File: config.mk
export PLATFORM = sky130hd
export DESIGN_NAME = hbrpc_top
export DESIGN_NICKNAME = d
export VERILOG_FILES = /design/src/common/hbrpc_pkg.sv /design/src/hdl/hbrpc_top.sv
export SDC_FILE = /design/constraint.sdc
export NUM_CORES = 1
export LEC_CHECK = 0
export ABC_CLOCK_PERIOD_IN_PS = 4350
export BUFFER_PORTS_ARGS = -buffer_cell sky130_fd_sc_hd__buf_2
export CAP_MARGIN = 30
export CORE_MARGIN = 2
export CORE_UTILIZATION = 50
export DETAILED_ROUTE_END_ITERATION = 10
export PLACE_DENSITY = 0.79
export SLEW_MARGIN = 20
export SYNTH_ARGS = -nofsm -noshare
export SYNTH_HDL_FRONTEND = slang
export SYNTH_SLANG_ARGS = --single-unit
export TNS_END_PERCENT = 100
File: constraint.sdc
create_clock -name clk_sys_i -period 4.35 [get_ports clk_sys_i]
set_clock_uncertainty 0.15 [all_clocks]
set_input_delay 0.2175 -clock clk_sys_i [delete_from_list [all_inputs] [get_ports clk_sys_i]]
set_output_delay 0.2175 -clock clk_sys_i [all_outputs]
set_load 0.05 [all_outputs]
File: src/common/hbrpc_pkg.sv
`default_nettype none
package hbrpc_pkg;

  // ==========================================================
  // Clock and reset timing
  // ==========================================================
  localparam int CLK_FREQ_HZ            = 25_000_000;
  localparam int POWER_RESET_MIN_MS     = 2;
  // Least time, so round up to whole cycles
  localparam int POWER_RESET_MIN_CYCLES = (POWER_RESET_MIN_MS * CLK_FREQ_HZ + 999) / 1000;
  localparam int RST_CNT_WIDTH          = 16;

  // ==========================================================
  // Bus and register widths, reset values
  // ==========================================================
  localparam int AD_WIDTH  = 32;
  localparam int CBE_WIDTH = 4;
  localparam int CFG_WIDTH = 16;
  localparam int CTX_WIDTH = 8;
  localparam logic [CFG_WIDTH-1:0] CFG_RESET   = 16'h0000;
  localparam logic [CTX_WIDTH-1:0] CTX_RESET   = 8'h00;
  // Strap default before the first capture: plain host bus mode
  localparam logic                 STRAP_RESET = 1'h1;

  // ==========================================================
  // Types
  // ==========================================================
  typedef enum logic [1:0] {
    HBRPC_POWER_RST,
    HBRPC_BUS_RST,
    HBRPC_ACTIVE
  } hbrpc_mode_e;

  typedef struct packed {
    logic                 valid;
    logic [AD_WIDTH-1:0]  ad;
    logic [CBE_WIDTH-1:0] cbe;
  } hbrpc_phase_s;

  typedef struct packed {
    logic [AD_WIDTH-1:0]  ad;
    logic                 ad_oe;
    logic [CBE_WIDTH-1:0] cbe;
    logic                 cbe_oe;
    logic                 par;
    logic                 par_oe;
    logic                 irq;
    logic                 irq_oe;
  } hbrpc_bus_out_s;

  typedef struct packed {
    hbrpc_mode_e              mode;
    logic                     pwr_s1;
    logic                     pwr_s2;
    logic                     bus_s1;
    logic                     bus_s2;
    logic                     strap_s1;
    logic                     strap_s2;
    logic                     strap;
    logic [RST_CNT_WIDTH-1:0] cnt;
    logic                     short_rst;
    logic [CFG_WIDTH-1:0]     cfg;
    logic [CTX_WIDTH-1:0]     ctx;
    hbrpc_bus_out_s           out;
    logic                     tgt_check;
    logic [AD_WIDTH-1:0]      tgt_ad;
    logic [CBE_WIDTH-1:0]     tgt_cbe;
    logic                     perr;
  } hbrpc_state_s;

endpackage
`default_nettype wire

File: src/hdl/hbrpc_top.sv
// How it works
// - A global power reset returns every register but the short-reset flag and the width counter, which counts, the context bits included, to its default.
// - During a global power reset the block is idle and every output enable is low.
// - During a host bus reset the block is idle and every output enable is low.
// - A host bus reset clears the ordinary registers but keeps the context bits.
// - All bus signals are sampled on the rising edge of the host bus clock.
// - Interrupts leave on the interrupt pin, in card-slot form when the strap is low.
// - The shared lines carry a 32-bit address in the address phase and data in data phases.
// - The four command lines carry the command, then per-byte enables.
// - Even parity over address/data and command lines is driven one clock after its phase.
`timescale 1ns/1ps
`default_nettype none
module hbrpc_top
  import hbrpc_pkg::*;
#(
  parameter int POWER_RESET_CYCLES = POWER_RESET_MIN_CYCLES
) (
  input  wire logic                     clk_sys_i,           // Host bus clock
  input  wire logic                     reset_i,             // Synchronous system reset
  input  wire logic                     power_reset_n_i,     // Global power reset pin
  input  wire logic                     host_bus_reset_n_i,  // Host bus reset pin
  input  wire logic                     card_slot_mode_strap_i, // Low selects card-slot mode
  input  wire hbrpc_pkg::hbrpc_phase_s  init_phase_i,        // Phase to drive as initiator
  input  wire logic                     tgt_phase_i,         // Bus phase to check as target
  input  wire logic [AD_WIDTH-1:0]      ad_i,                // Address/data lines in
  input  wire logic [CBE_WIDTH-1:0]     cmd_byte_enable_bus_i, // Command/byte-enable lines in
  input  wire logic                     bus_parity_line_i,   // Parity line in
  input  wire logic                     irq_req_i,           // Internal interrupt request
  input  wire logic                     cfg_wr_i,            // Write ordinary register
  input  wire logic [CFG_WIDTH-1:0]     cfg_wdata_i,         // Ordinary register data
  input  wire logic                     ctx_wr_i,            // Write context register
  input  wire logic [CTX_WIDTH-1:0]     ctx_wdata_i,         // Context register data
  output var  hbrpc_pkg::hbrpc_bus_out_s bus_o,              // Pin drive and enables
  output logic [CFG_WIDTH-1:0]          cfg_o,               // Ordinary register
  output logic [CTX_WIDTH-1:0]          ctx_o,               // Context register
  output logic                          active_o,            // Block out of reset
  output logic                          card_slot_mode_o,    // Captured strap, high in card mode
  output logic                          power_reset_short_o, // Power reset was too short
  output logic                          parity_err_o         // Target parity miscompare pulse
);
  import hbrpc_pkg::*;

  // ==========================================================
  // State
  // ==========================================================
  localparam hbrpc_bus_out_s BUS_IDLE = '0;

  hbrpc_state_s state_reg;
  hbrpc_state_s state_next;

  // ==========================================================
  // Helpers
  // ==========================================================

  function automatic logic even_parity(input logic [AD_WIDTH-1:0] ad, input logic [CBE_WIDTH-1:0] cbe);
    even_parity = ^{ad, cbe};
  endfunction

  // Held shorter than the least width
  function automatic logic reset_too_short(input logic [RST_CNT_WIDTH-1:0] cnt);
    reset_too_short = 32'(cnt) < 32'(POWER_RESET_CYCLES);
  endfunction

  // ==========================================================
  // Next state
  // ==========================================================
  always_comb
  begin
    state_next = state_reg;
    // Pins are asynchronous; two flops before use
    // A reset pulse shorter than one clock may pass unseen
    // reset release synchronised
    state_next.pwr_s1   = power_reset_n_i;
    state_next.pwr_s2   = state_reg.pwr_s1;
    state_next.bus_s1   = host_bus_reset_n_i;
    state_next.bus_s2   = state_reg.bus_s1;
    state_next.strap_s1 = card_slot_mode_strap_i;
    state_next.strap_s2 = state_reg.strap_s1;
    state_next.perr     = 1'b0;
    state_next.tgt_check = 1'b0;

    if (!state_reg.pwr_s2)
    begin
      state_next.mode = HBRPC_POWER_RST;
      state_next.cfg  = CFG_RESET;
      state_next.ctx  = CTX_RESET;
      state_next.strap   = STRAP_RESET;
      state_next.tgt_ad  = '0;
      state_next.tgt_cbe = '0;
      // Short-reset flag kept: it reports this very reset
      // all drivers off
      state_next.out  = BUS_IDLE;
      if (state_reg.cnt != {RST_CNT_WIDTH{1'b1}})
      begin
        state_next.cnt = state_reg.cnt + 1'b1;
      end
    end
    else if (!state_reg.bus_s2)
    begin
      // Leaving power reset straight into bus reset still checks the width
      if (state_reg.mode == HBRPC_POWER_RST)
      begin
        state_next.short_rst = state_reg.short_rst | reset_too_short(state_reg.cnt);
        state_next.strap = state_reg.strap_s2;
      end
      state_next.cnt  = '0;
      state_next.mode = HBRPC_BUS_RST;
      state_next.cfg  = CFG_RESET;
      // Stale target capture must not be compared after release
      state_next.tgt_ad  = '0;
      state_next.tgt_cbe = '0;
      state_next.out  = BUS_IDLE;
    end
    else
    begin
      if (state_reg.mode == HBRPC_POWER_RST)
      begin
        state_next.short_rst = state_reg.short_rst | reset_too_short(state_reg.cnt);
        // Strap is caught once, as power reset ends
        state_next.strap = state_reg.strap_s2;
      end
      state_next.cnt  = '0;
      state_next.mode = HBRPC_ACTIVE;

      if (state_reg.mode == HBRPC_ACTIVE)
      begin
        if (cfg_wr_i)
        begin
          state_next.cfg = cfg_wdata_i;
        end
        if (ctx_wr_i)
        begin
          state_next.ctx = ctx_wdata_i;
        end

        // address or data on shared lines
        state_next.out.ad     = init_phase_i.valid ? init_phase_i.ad : '0;
        state_next.out.ad_oe  = init_phase_i.valid;
        state_next.out.cbe    = init_phase_i.valid ? init_phase_i.cbe : '0;
        state_next.out.cbe_oe = init_phase_i.valid;
        state_next.out.par    = state_reg.out.ad_oe ? even_parity(state_reg.out.ad, state_reg.out.cbe) : 1'b0;
        state_next.out.par_oe = state_reg.out.ad_oe;

        if (state_reg.strap)
        begin
          // Open-drain, active low: drive only while asserting
          state_next.out.irq    = 1'b0;
          state_next.out.irq_oe = irq_req_i;
        end
        else
        begin
          state_next.out.irq    = ~irq_req_i;
          state_next.out.irq_oe = 1'b1;
        end

        if (tgt_phase_i)
        begin
          state_next.tgt_ad    = ad_i;
          state_next.tgt_cbe   = cmd_byte_enable_bus_i;
          state_next.tgt_check = 1'b1;
        end
        if (state_reg.tgt_check)
        begin
          state_next.perr = even_parity(state_reg.tgt_ad, state_reg.tgt_cbe) != bus_parity_line_i;
        end
      end
      else
      begin
        // First active cycle after release: drivers still off
        state_next.out = BUS_IDLE;
      end
    end
  end

  // ==========================================================
  // Registers
  // ==========================================================
  always_ff @(posedge clk_sys_i)
  begin
    if (reset_i)
    begin
      state_reg           <= '0;
      state_reg.mode      <= HBRPC_POWER_RST;
      state_reg.strap     <= STRAP_RESET;
      state_reg.strap_s1  <= STRAP_RESET;
      state_reg.strap_s2  <= STRAP_RESET;
      state_reg.cfg       <= CFG_RESET;
      state_reg.ctx       <= CTX_RESET;
      state_reg.out       <= BUS_IDLE;
    end
    else
    begin
      state_reg <= state_next;
    end
  end

  // ==========================================================
  // Outputs
  // ==========================================================
  assign bus_o               = state_reg.out;
  assign cfg_o               = state_reg.cfg;
  assign ctx_o               = state_reg.ctx;
  assign active_o            = state_reg.mode == HBRPC_ACTIVE;
  assign card_slot_mode_o    = ~state_reg.strap;
  assign power_reset_short_o = state_reg.short_rst;
  assign parity_err_o        = state_reg.perr;

endmodule
`default_nettype wire

Word-level counts from Yosys, hierarchy flattened
Index checks and enable logic that the tools add are counted.
{ "totals": {"ff_bits": 129, "input_bits": 107, "word_cells": 58} }
{ "op_classes": {"add_sub_neg": 1, "magnitude_cmp": 1, "eq_ne": 3, "mux": 7, "bitwise_logic": 9, "reduce_logical": 14} }
{ "op_table": {"columns": ["operator", "n"], "rows": [
  ["XOR reduction 36 bit", 2],
  ["two-way mux 37 bit", 1],
  ["two-way mux 16 bit", 2],
  ["OR reduction 5 bit", 4],
  ["adder 16 x 1 -> 16 bit, second input constant", 1],
  ["less-than comparator 16 bit, second input constant", 1],
  ["!= test 16 bit, second input constant", 1],
  ["inverter 1 bit", 8],
  ["AND reduction 2 bit", 2],
  ["OR reduction 4 bit", 1],
  ["two-way mux 1 bit", 3],
  ["AND reduction 3 bit", 1],
  ["OR reduction 3 bit", 1],
  ["equality test 2 bit, second input constant", 1],
  ["zero test 2 bit", 1],
  ["two-way mux 2 bit", 1],
  ["nonzero test 2 bit", 1],
  ["OR reduction 2 bit", 1],
  ["!= test 1 bit", 1],
  ["bitwise OR 1 bit", 1]
]} }

Depth between registers and ports, before layout
{ "depth": {"depth_word": 3, "depth_mapped": 7, "depth_no_buf": 6} }

Worst setup path before layout
OpenSTA, ideal clock, no wires.
{ "synth_path": {"kind": "register -> register", "start": "register state_reg[105] (netlist name)", "end": "register state_reg[109] (netlist name)", "setup_ns": 0.128, "arrival_ns": 1.556, "required_time_ns": 4.072, "setup_slack_ns": 2.517, "path_stages_with_launch": 8, "n_path_buf": 1, "period_less_slack_ns": 1.833, "path_cell_list": "dfxtp_1 -> ha_1 -> nand4_1 -> or3_1 -> buf_2 -> o2111ai_1 -> xor2_1 -> nor2_1"} }
{ "synth_via": {"elab_chain_cells": 3} }
{ "synth_lines": {"columns": ["element", "line", "rtl"], "rows": [
  ["start: declaration", "hbrpc_top.sv:48", "hbrpc_state_s state_reg;"],
  ["start signal: assignment", "hbrpc_top.sv:193", "state_reg <= state_next;"],
  ["adder 16 x 1 -> 16 bit", "hbrpc_top.sv:95", "state_next.cnt = state_reg.cnt + 1'b1;"],
  ["two-way mux 16 bit", "hbrpc_top.sv:93", "if (state_reg.cnt != {RST_CNT_WIDTH{1'b1}})"],
  ["two-way mux 16 bit", "hbrpc_top.sv:82", "if (!state_reg.pwr_s2)"]
]} }
Several ways; a longest one is shown, not always the timed one. The select of a mux whose other input is x is not followed.
A chain may end at the register's enable or synchronous reset.

Worst setup path after layout
{ "layout_path": {"start": "register state_reg[129] (netlist name)", "end": "register state_reg[21] (netlist name)"} }
{ "layout_via": {"elab_chain_cells": 2} }
{ "layout_lines": {"columns": ["element", "line", "rtl"], "rows": [
  ["equality test 2 bit", "hbrpc_top.sv:125", "if (state_reg.mode == HBRPC_ACTIVE)"],
  ["AND reduction 2 bit (no line)", null, null]
]} }
No other way between the ends.

==> report_table.html <==
<table>
<tr><th>Metric</th><th>Value</th></tr>
<tr><th colspan="2">Outcome</th></tr>
<tr><td>Result of the run</td><td>complete, no violations</td></tr>
<tr><th colspan="2">Drt</th></tr>
<tr><td>Routed length per placed instance</td><td>14.8 um</td></tr>
<tr><td>Detailed-route vias per instance</td><td>5.01</td></tr>
<tr><td>Detailed-route wire length</td><td>14,500 um</td></tr>
<tr><td>First-iteration detailed-routing DRC count</td><td>449</td></tr>
<tr><td>Vias</td><td>4,911</td></tr>
<tr><td>Count of TritonRoute iterations in the first routing pass</td><td>7</td></tr>
<tr><td>DRC violations left</td><td>0</td></tr>
<tr><td>Residual antenna-violating net count after detailed routing</td><td>0</td></tr>
<tr><th colspan="2">Pwr</th></tr>
<tr><td>Largest voltage drop on the vdd net</td><td>0.227 mV</td></tr>
<tr><td>P_leak</td><td>3.32 nW</td></tr>
<tr><td>Power per standard cell area</td><td>355 nW/um2</td></tr>
<tr><td>Total design power</td><td>2.69 mW</td></tr>
<tr><th colspan="2">Clock network</th></tr>
<tr><td>Post-cts gate resize count</td><td>0</td></tr>
<tr><td>Maximum root-to-sink buffer count</td><td>2</td></tr>
<tr><td>Clock sink count</td><td>129</td></tr>
<tr><td>Number of buffers created by CTS</td><td>17</td></tr>
<tr><td>Number of buffers inserted by hold repair at cts</td><td>104</td></tr>
<tr><td>Clock latency of the later-clocked register in the worst-skew pair</td><td>0.51 ns</td></tr>
<tr><td>TritonCTS clock tree</td><td>yes</td></tr>
<tr><td>Post-CTS setup buffer count</td><td>0</td></tr>
<tr><td>Clk root buf</td><td>clkbuf_8</td></tr>
<tr><td>H-tree depth</td><td>4</td></tr>
<tr><td>Clock input transition at the sequential cells of the worst setup and hold paths</td><td>0.06 ns</td></tr>
<tr><th colspan="2">Synthesis</th></tr>
<tr><td>Synth unique cells</td><td>37</td></tr>
<tr><td>Total of flip-flops plus latches after synthesis</td><td>129</td></tr>
<tr><td>Number of warning messages in the yosys log</td><td>0</td></tr>
<tr><td>Mean post-synth cell area</td><td>8.85 um2</td></tr>
<tr><td>Area fraction of the dominant cell type after synthesis</td><td>0.471</td></tr>
<tr><td>Most frequent cells after synthesis</td><td>133 x nand2_1, 129 x dfxtp_1, 66 x buf_4</td></tr>
<tr><td>Number of standard cells after synthesis</td><td>619</td></tr>
<tr><td>Post-Syn Nets</td><td>727</td></tr>
<tr><td>EDFF count, synth</td><td>0</td></tr>
<tr><td>Sequential cell area fraction in the yosys report</td><td>0.471</td></tr>
<tr><td>Biggest area contributors in the synthesized netlist</td><td>dfxtp_1 47%, nand2_1 9.1%, buf_4 9.0%</td></tr>
<tr><td>Post-synth design cell area</td><td>5480 um2</td></tr>
<tr><td>Most common cell in the netlist</td><td>nand2_1</td></tr>
<tr><td>Share of async-settable or async-resettable flops after synthesis</td><td>0</td></tr>
<tr><td>Area leader, netlist</td><td>dfxtp_1</td></tr>
<tr><td>Dominant register cell in the synthesized netlist</td><td>dfxtp_1</td></tr>
<tr><th colspan="2">Worst setup path</th></tr>
<tr><td>CP Launch Type</td><td>register</td></tr>
<tr><td>Crit path cell chain</td><td>nor2b_1 -&gt; and2_1 -&gt; buf_8 -&gt; nand2_1 -&gt; a21oi_1</td></tr>
<tr><td>Largest incremental delay on the critical path</td><td>0.63 ns</td></tr>
<tr><td>Crit path launch</td><td>state_reg[129]</td></tr>
<tr><td>Worst setup EP type</td><td>register</td></tr>
<tr><td>Slowest-stage cell, CP</td><td>and2_1</td></tr>
<tr><td>Critical path class</td><td>register to register</td></tr>
<tr><td>Worst Path Required</td><td>4.62 ns</td></tr>
<tr><td>Reg-to-reg critical path startpoint</td><td>state_reg[129]</td></tr>
<tr><td>Maximum fanout encountered on the critical timing path</td><td>20</td></tr>
<tr><td>Arrival @ worst endpoint</td><td>2.31 ns</td></tr>
<tr><th colspan="2">Timing</th></tr>
<tr><td>Final Hold Fails</td><td>0</td></tr>
<tr><td>Final Setup Violations</td><td>0</td></tr>
<tr><td>Max-slew headroom at the worst pin</td><td>0.555</td></tr>
<tr><td>Share of the clock period used by the worst path after layout</td><td>0.470</td></tr>
<tr><td>Transition at the pin with the smallest max-transition slack</td><td>0.667 ns</td></tr>
<tr><td>Final Worst Setup Slack</td><td>2.30 ns</td></tr>
<tr><td>Unrepaired setup endpoints after global routing</td><td>no</td></tr>
<tr><td>Slew Viols, Final</td><td>0</td></tr>
<tr><td>Clock period minus final worst setup slack</td><td>2.05 ns</td></tr>
<tr><td>Max Freq</td><td>489 MHz</td></tr>
<tr><td>Worst hold margin</td><td>0.0911 ns</td></tr>
<tr><td>Setup TNS</td><td>0 ns</td></tr>
<tr><th colspan="2">Placed design</th></tr>
<tr><td>Cell area after placement</td><td>5960 um2</td></tr>
<tr><td>Weighted congestion reported at the end of routability-driven placement</td><td>0.837</td></tr>
<tr><td>DP Wirelength</td><td>8640 um</td></tr>
<tr><td>DP Worst Slack</td><td>2.33 ns</td></tr>
<tr><td>Port bufs</td><td>176</td></tr>
<tr><th colspan="2">Finish</th></tr>
<tr><td>Post-route standard cell area excluding fillers</td><td>7580 um2</td></tr>
<tr><td>Combined area of the multi-input logic cells</td><td>2260 um2</td></tr>
<tr><td>Area added between synthesis and finish</td><td>38.4%</td></tr>
<tr><td>Final-stage net count</td><td>934</td></tr>
<tr><td>Flip-flop count of the largest register, all copies and words added</td><td>59</td></tr>
<tr><td>Sequential cell area</td><td>2580 um2</td></tr>
<tr><td>Ratio of cells with drive above 1 in the final layout</td><td>0.257</td></tr>
<tr><td>FILL cells</td><td>705</td></tr>
<tr><th colspan="2">Hold path</th></tr>
<tr><td>Path category of the worst min-delay check</td><td>input pin to register</td></tr>
<tr><td>Beginning of the worst hold path</td><td>init_phase_i[36]</td></tr>
<tr><th colspan="2">Die</th></tr>
<tr><td>Die span in y</td><td>109 um</td></tr>
<tr><td>Effective utilization at floorplan</td><td>0.510</td></tr>
<tr><td>Number of rows in the core area</td><td>38</td></tr>
<tr><td>Die Outline Area</td><td>11,800 um2</td></tr>
<tr><td>Core ar.</td><td>10,700 um2</td></tr>
<tr><td>Die width</td><td>109 um</td></tr>
<tr><td>I/O pin count</td><td>177</td></tr>
<tr><th colspan="2">Global route</th></tr>
<tr><td>Global-route wire length before repair</td><td>22,600 um</td></tr>
<tr><td>Global-route usage over all layers</td><td>0.248</td></tr>
<tr><td>Number of antenna violations at the first check in global routing</td><td>1</td></tr>
<tr><td>Vias in the first global route</td><td>4,772</td></tr>
<tr><td>Remaining global-route overflow</td><td>0</td></tr>
<tr><td>Pin count of the biggest net entering global routing</td><td>55</td></tr>
<tr><th colspan="2">Job</th></tr>
<tr><td>Number of max-cap violations</td><td>0</td></tr>
</table>
[cell usage in the layout, fill, tap and decap left out, drive strengths merged, types with 17 or more instances in the layout]
cell,n
nor2,17
clkbuf,22
a21oi,65
buf,180
dfxtp,129
xnor2,56
dlygate4sd3,104
nand2,133
and3,40
[where the power goes]
group / switching (mW) / internal, mW / total [mW]
Clock: 0.488 / 0.855 / 1.34
Combinational: 0.0492 / 0.103 / 0.152
Sequential: 0.00419 / 1.19 / 1.19
Total: 0.541 / 2.15 / 2.69
[stage by stage]
step | util | instances
6_report | 0.705 | 980
5_1_grt | 0.705 | 980
4_1_cts | 0.705 | 979
3_5_place_dp | 0.555 | 843
3_3_place_gp | 0.552 | 841
2_1_floorplan | - | 619
[worst max-delay path, delay by kind of cell (launching register included)]
| family | cells | cell delay, ns |
|---|---|---|
| buffers and inverters | 1 | 0.25 |
| and+or+nand+nor | 3 | 1.05 |
| DFF | 1 | 0.33 |
| AOI/OAI and AO/OA | 1 | 0.18 |
[logic make-up after synthesis]
group                      Yosys count  synth area share
muxes                                2           0.00365
and+or+nand+nor                    233             0.197
adders and majority gates            1           0.00228
DFF                                129             0.471
xor gates and xnor gates            72             0.130
buffers and inverters              102             0.116
AOI/OAI and AO/OA                   80            0.0790
[metal layers]
layer / part of all wire / wire length, um / GRT usage
met3: 0.075 / 1090 / 0.0759
met2: 0.51 / 7370 / 0.428
met1: 0.38 / 5470 / 0.265
met5: 0 / 0 / 0
met4: 0.042 / 609 / 0.157
[worst paths after layout]
kind	end	slack, ns	cells past startpoint
max reg2reg	state_reg[21]	2.30	5
min	bus_o[7]	0.09	2
max	state_reg[21]	2.30	5
min reg2reg	state_reg[122]	0.27	1
[area by class of cell]
type                    instances  area share
flip-flops and latches        129       0.341
multi-input cells             388       0.298
repair buffers                284       0.260
clock buffers                  22      0.0611
well taps                     140      0.0231
clock inverters                10      0.0144
inverters                       6     0.00297
diodes                          1    0.000330
Power figures use the tool's default switching activity.
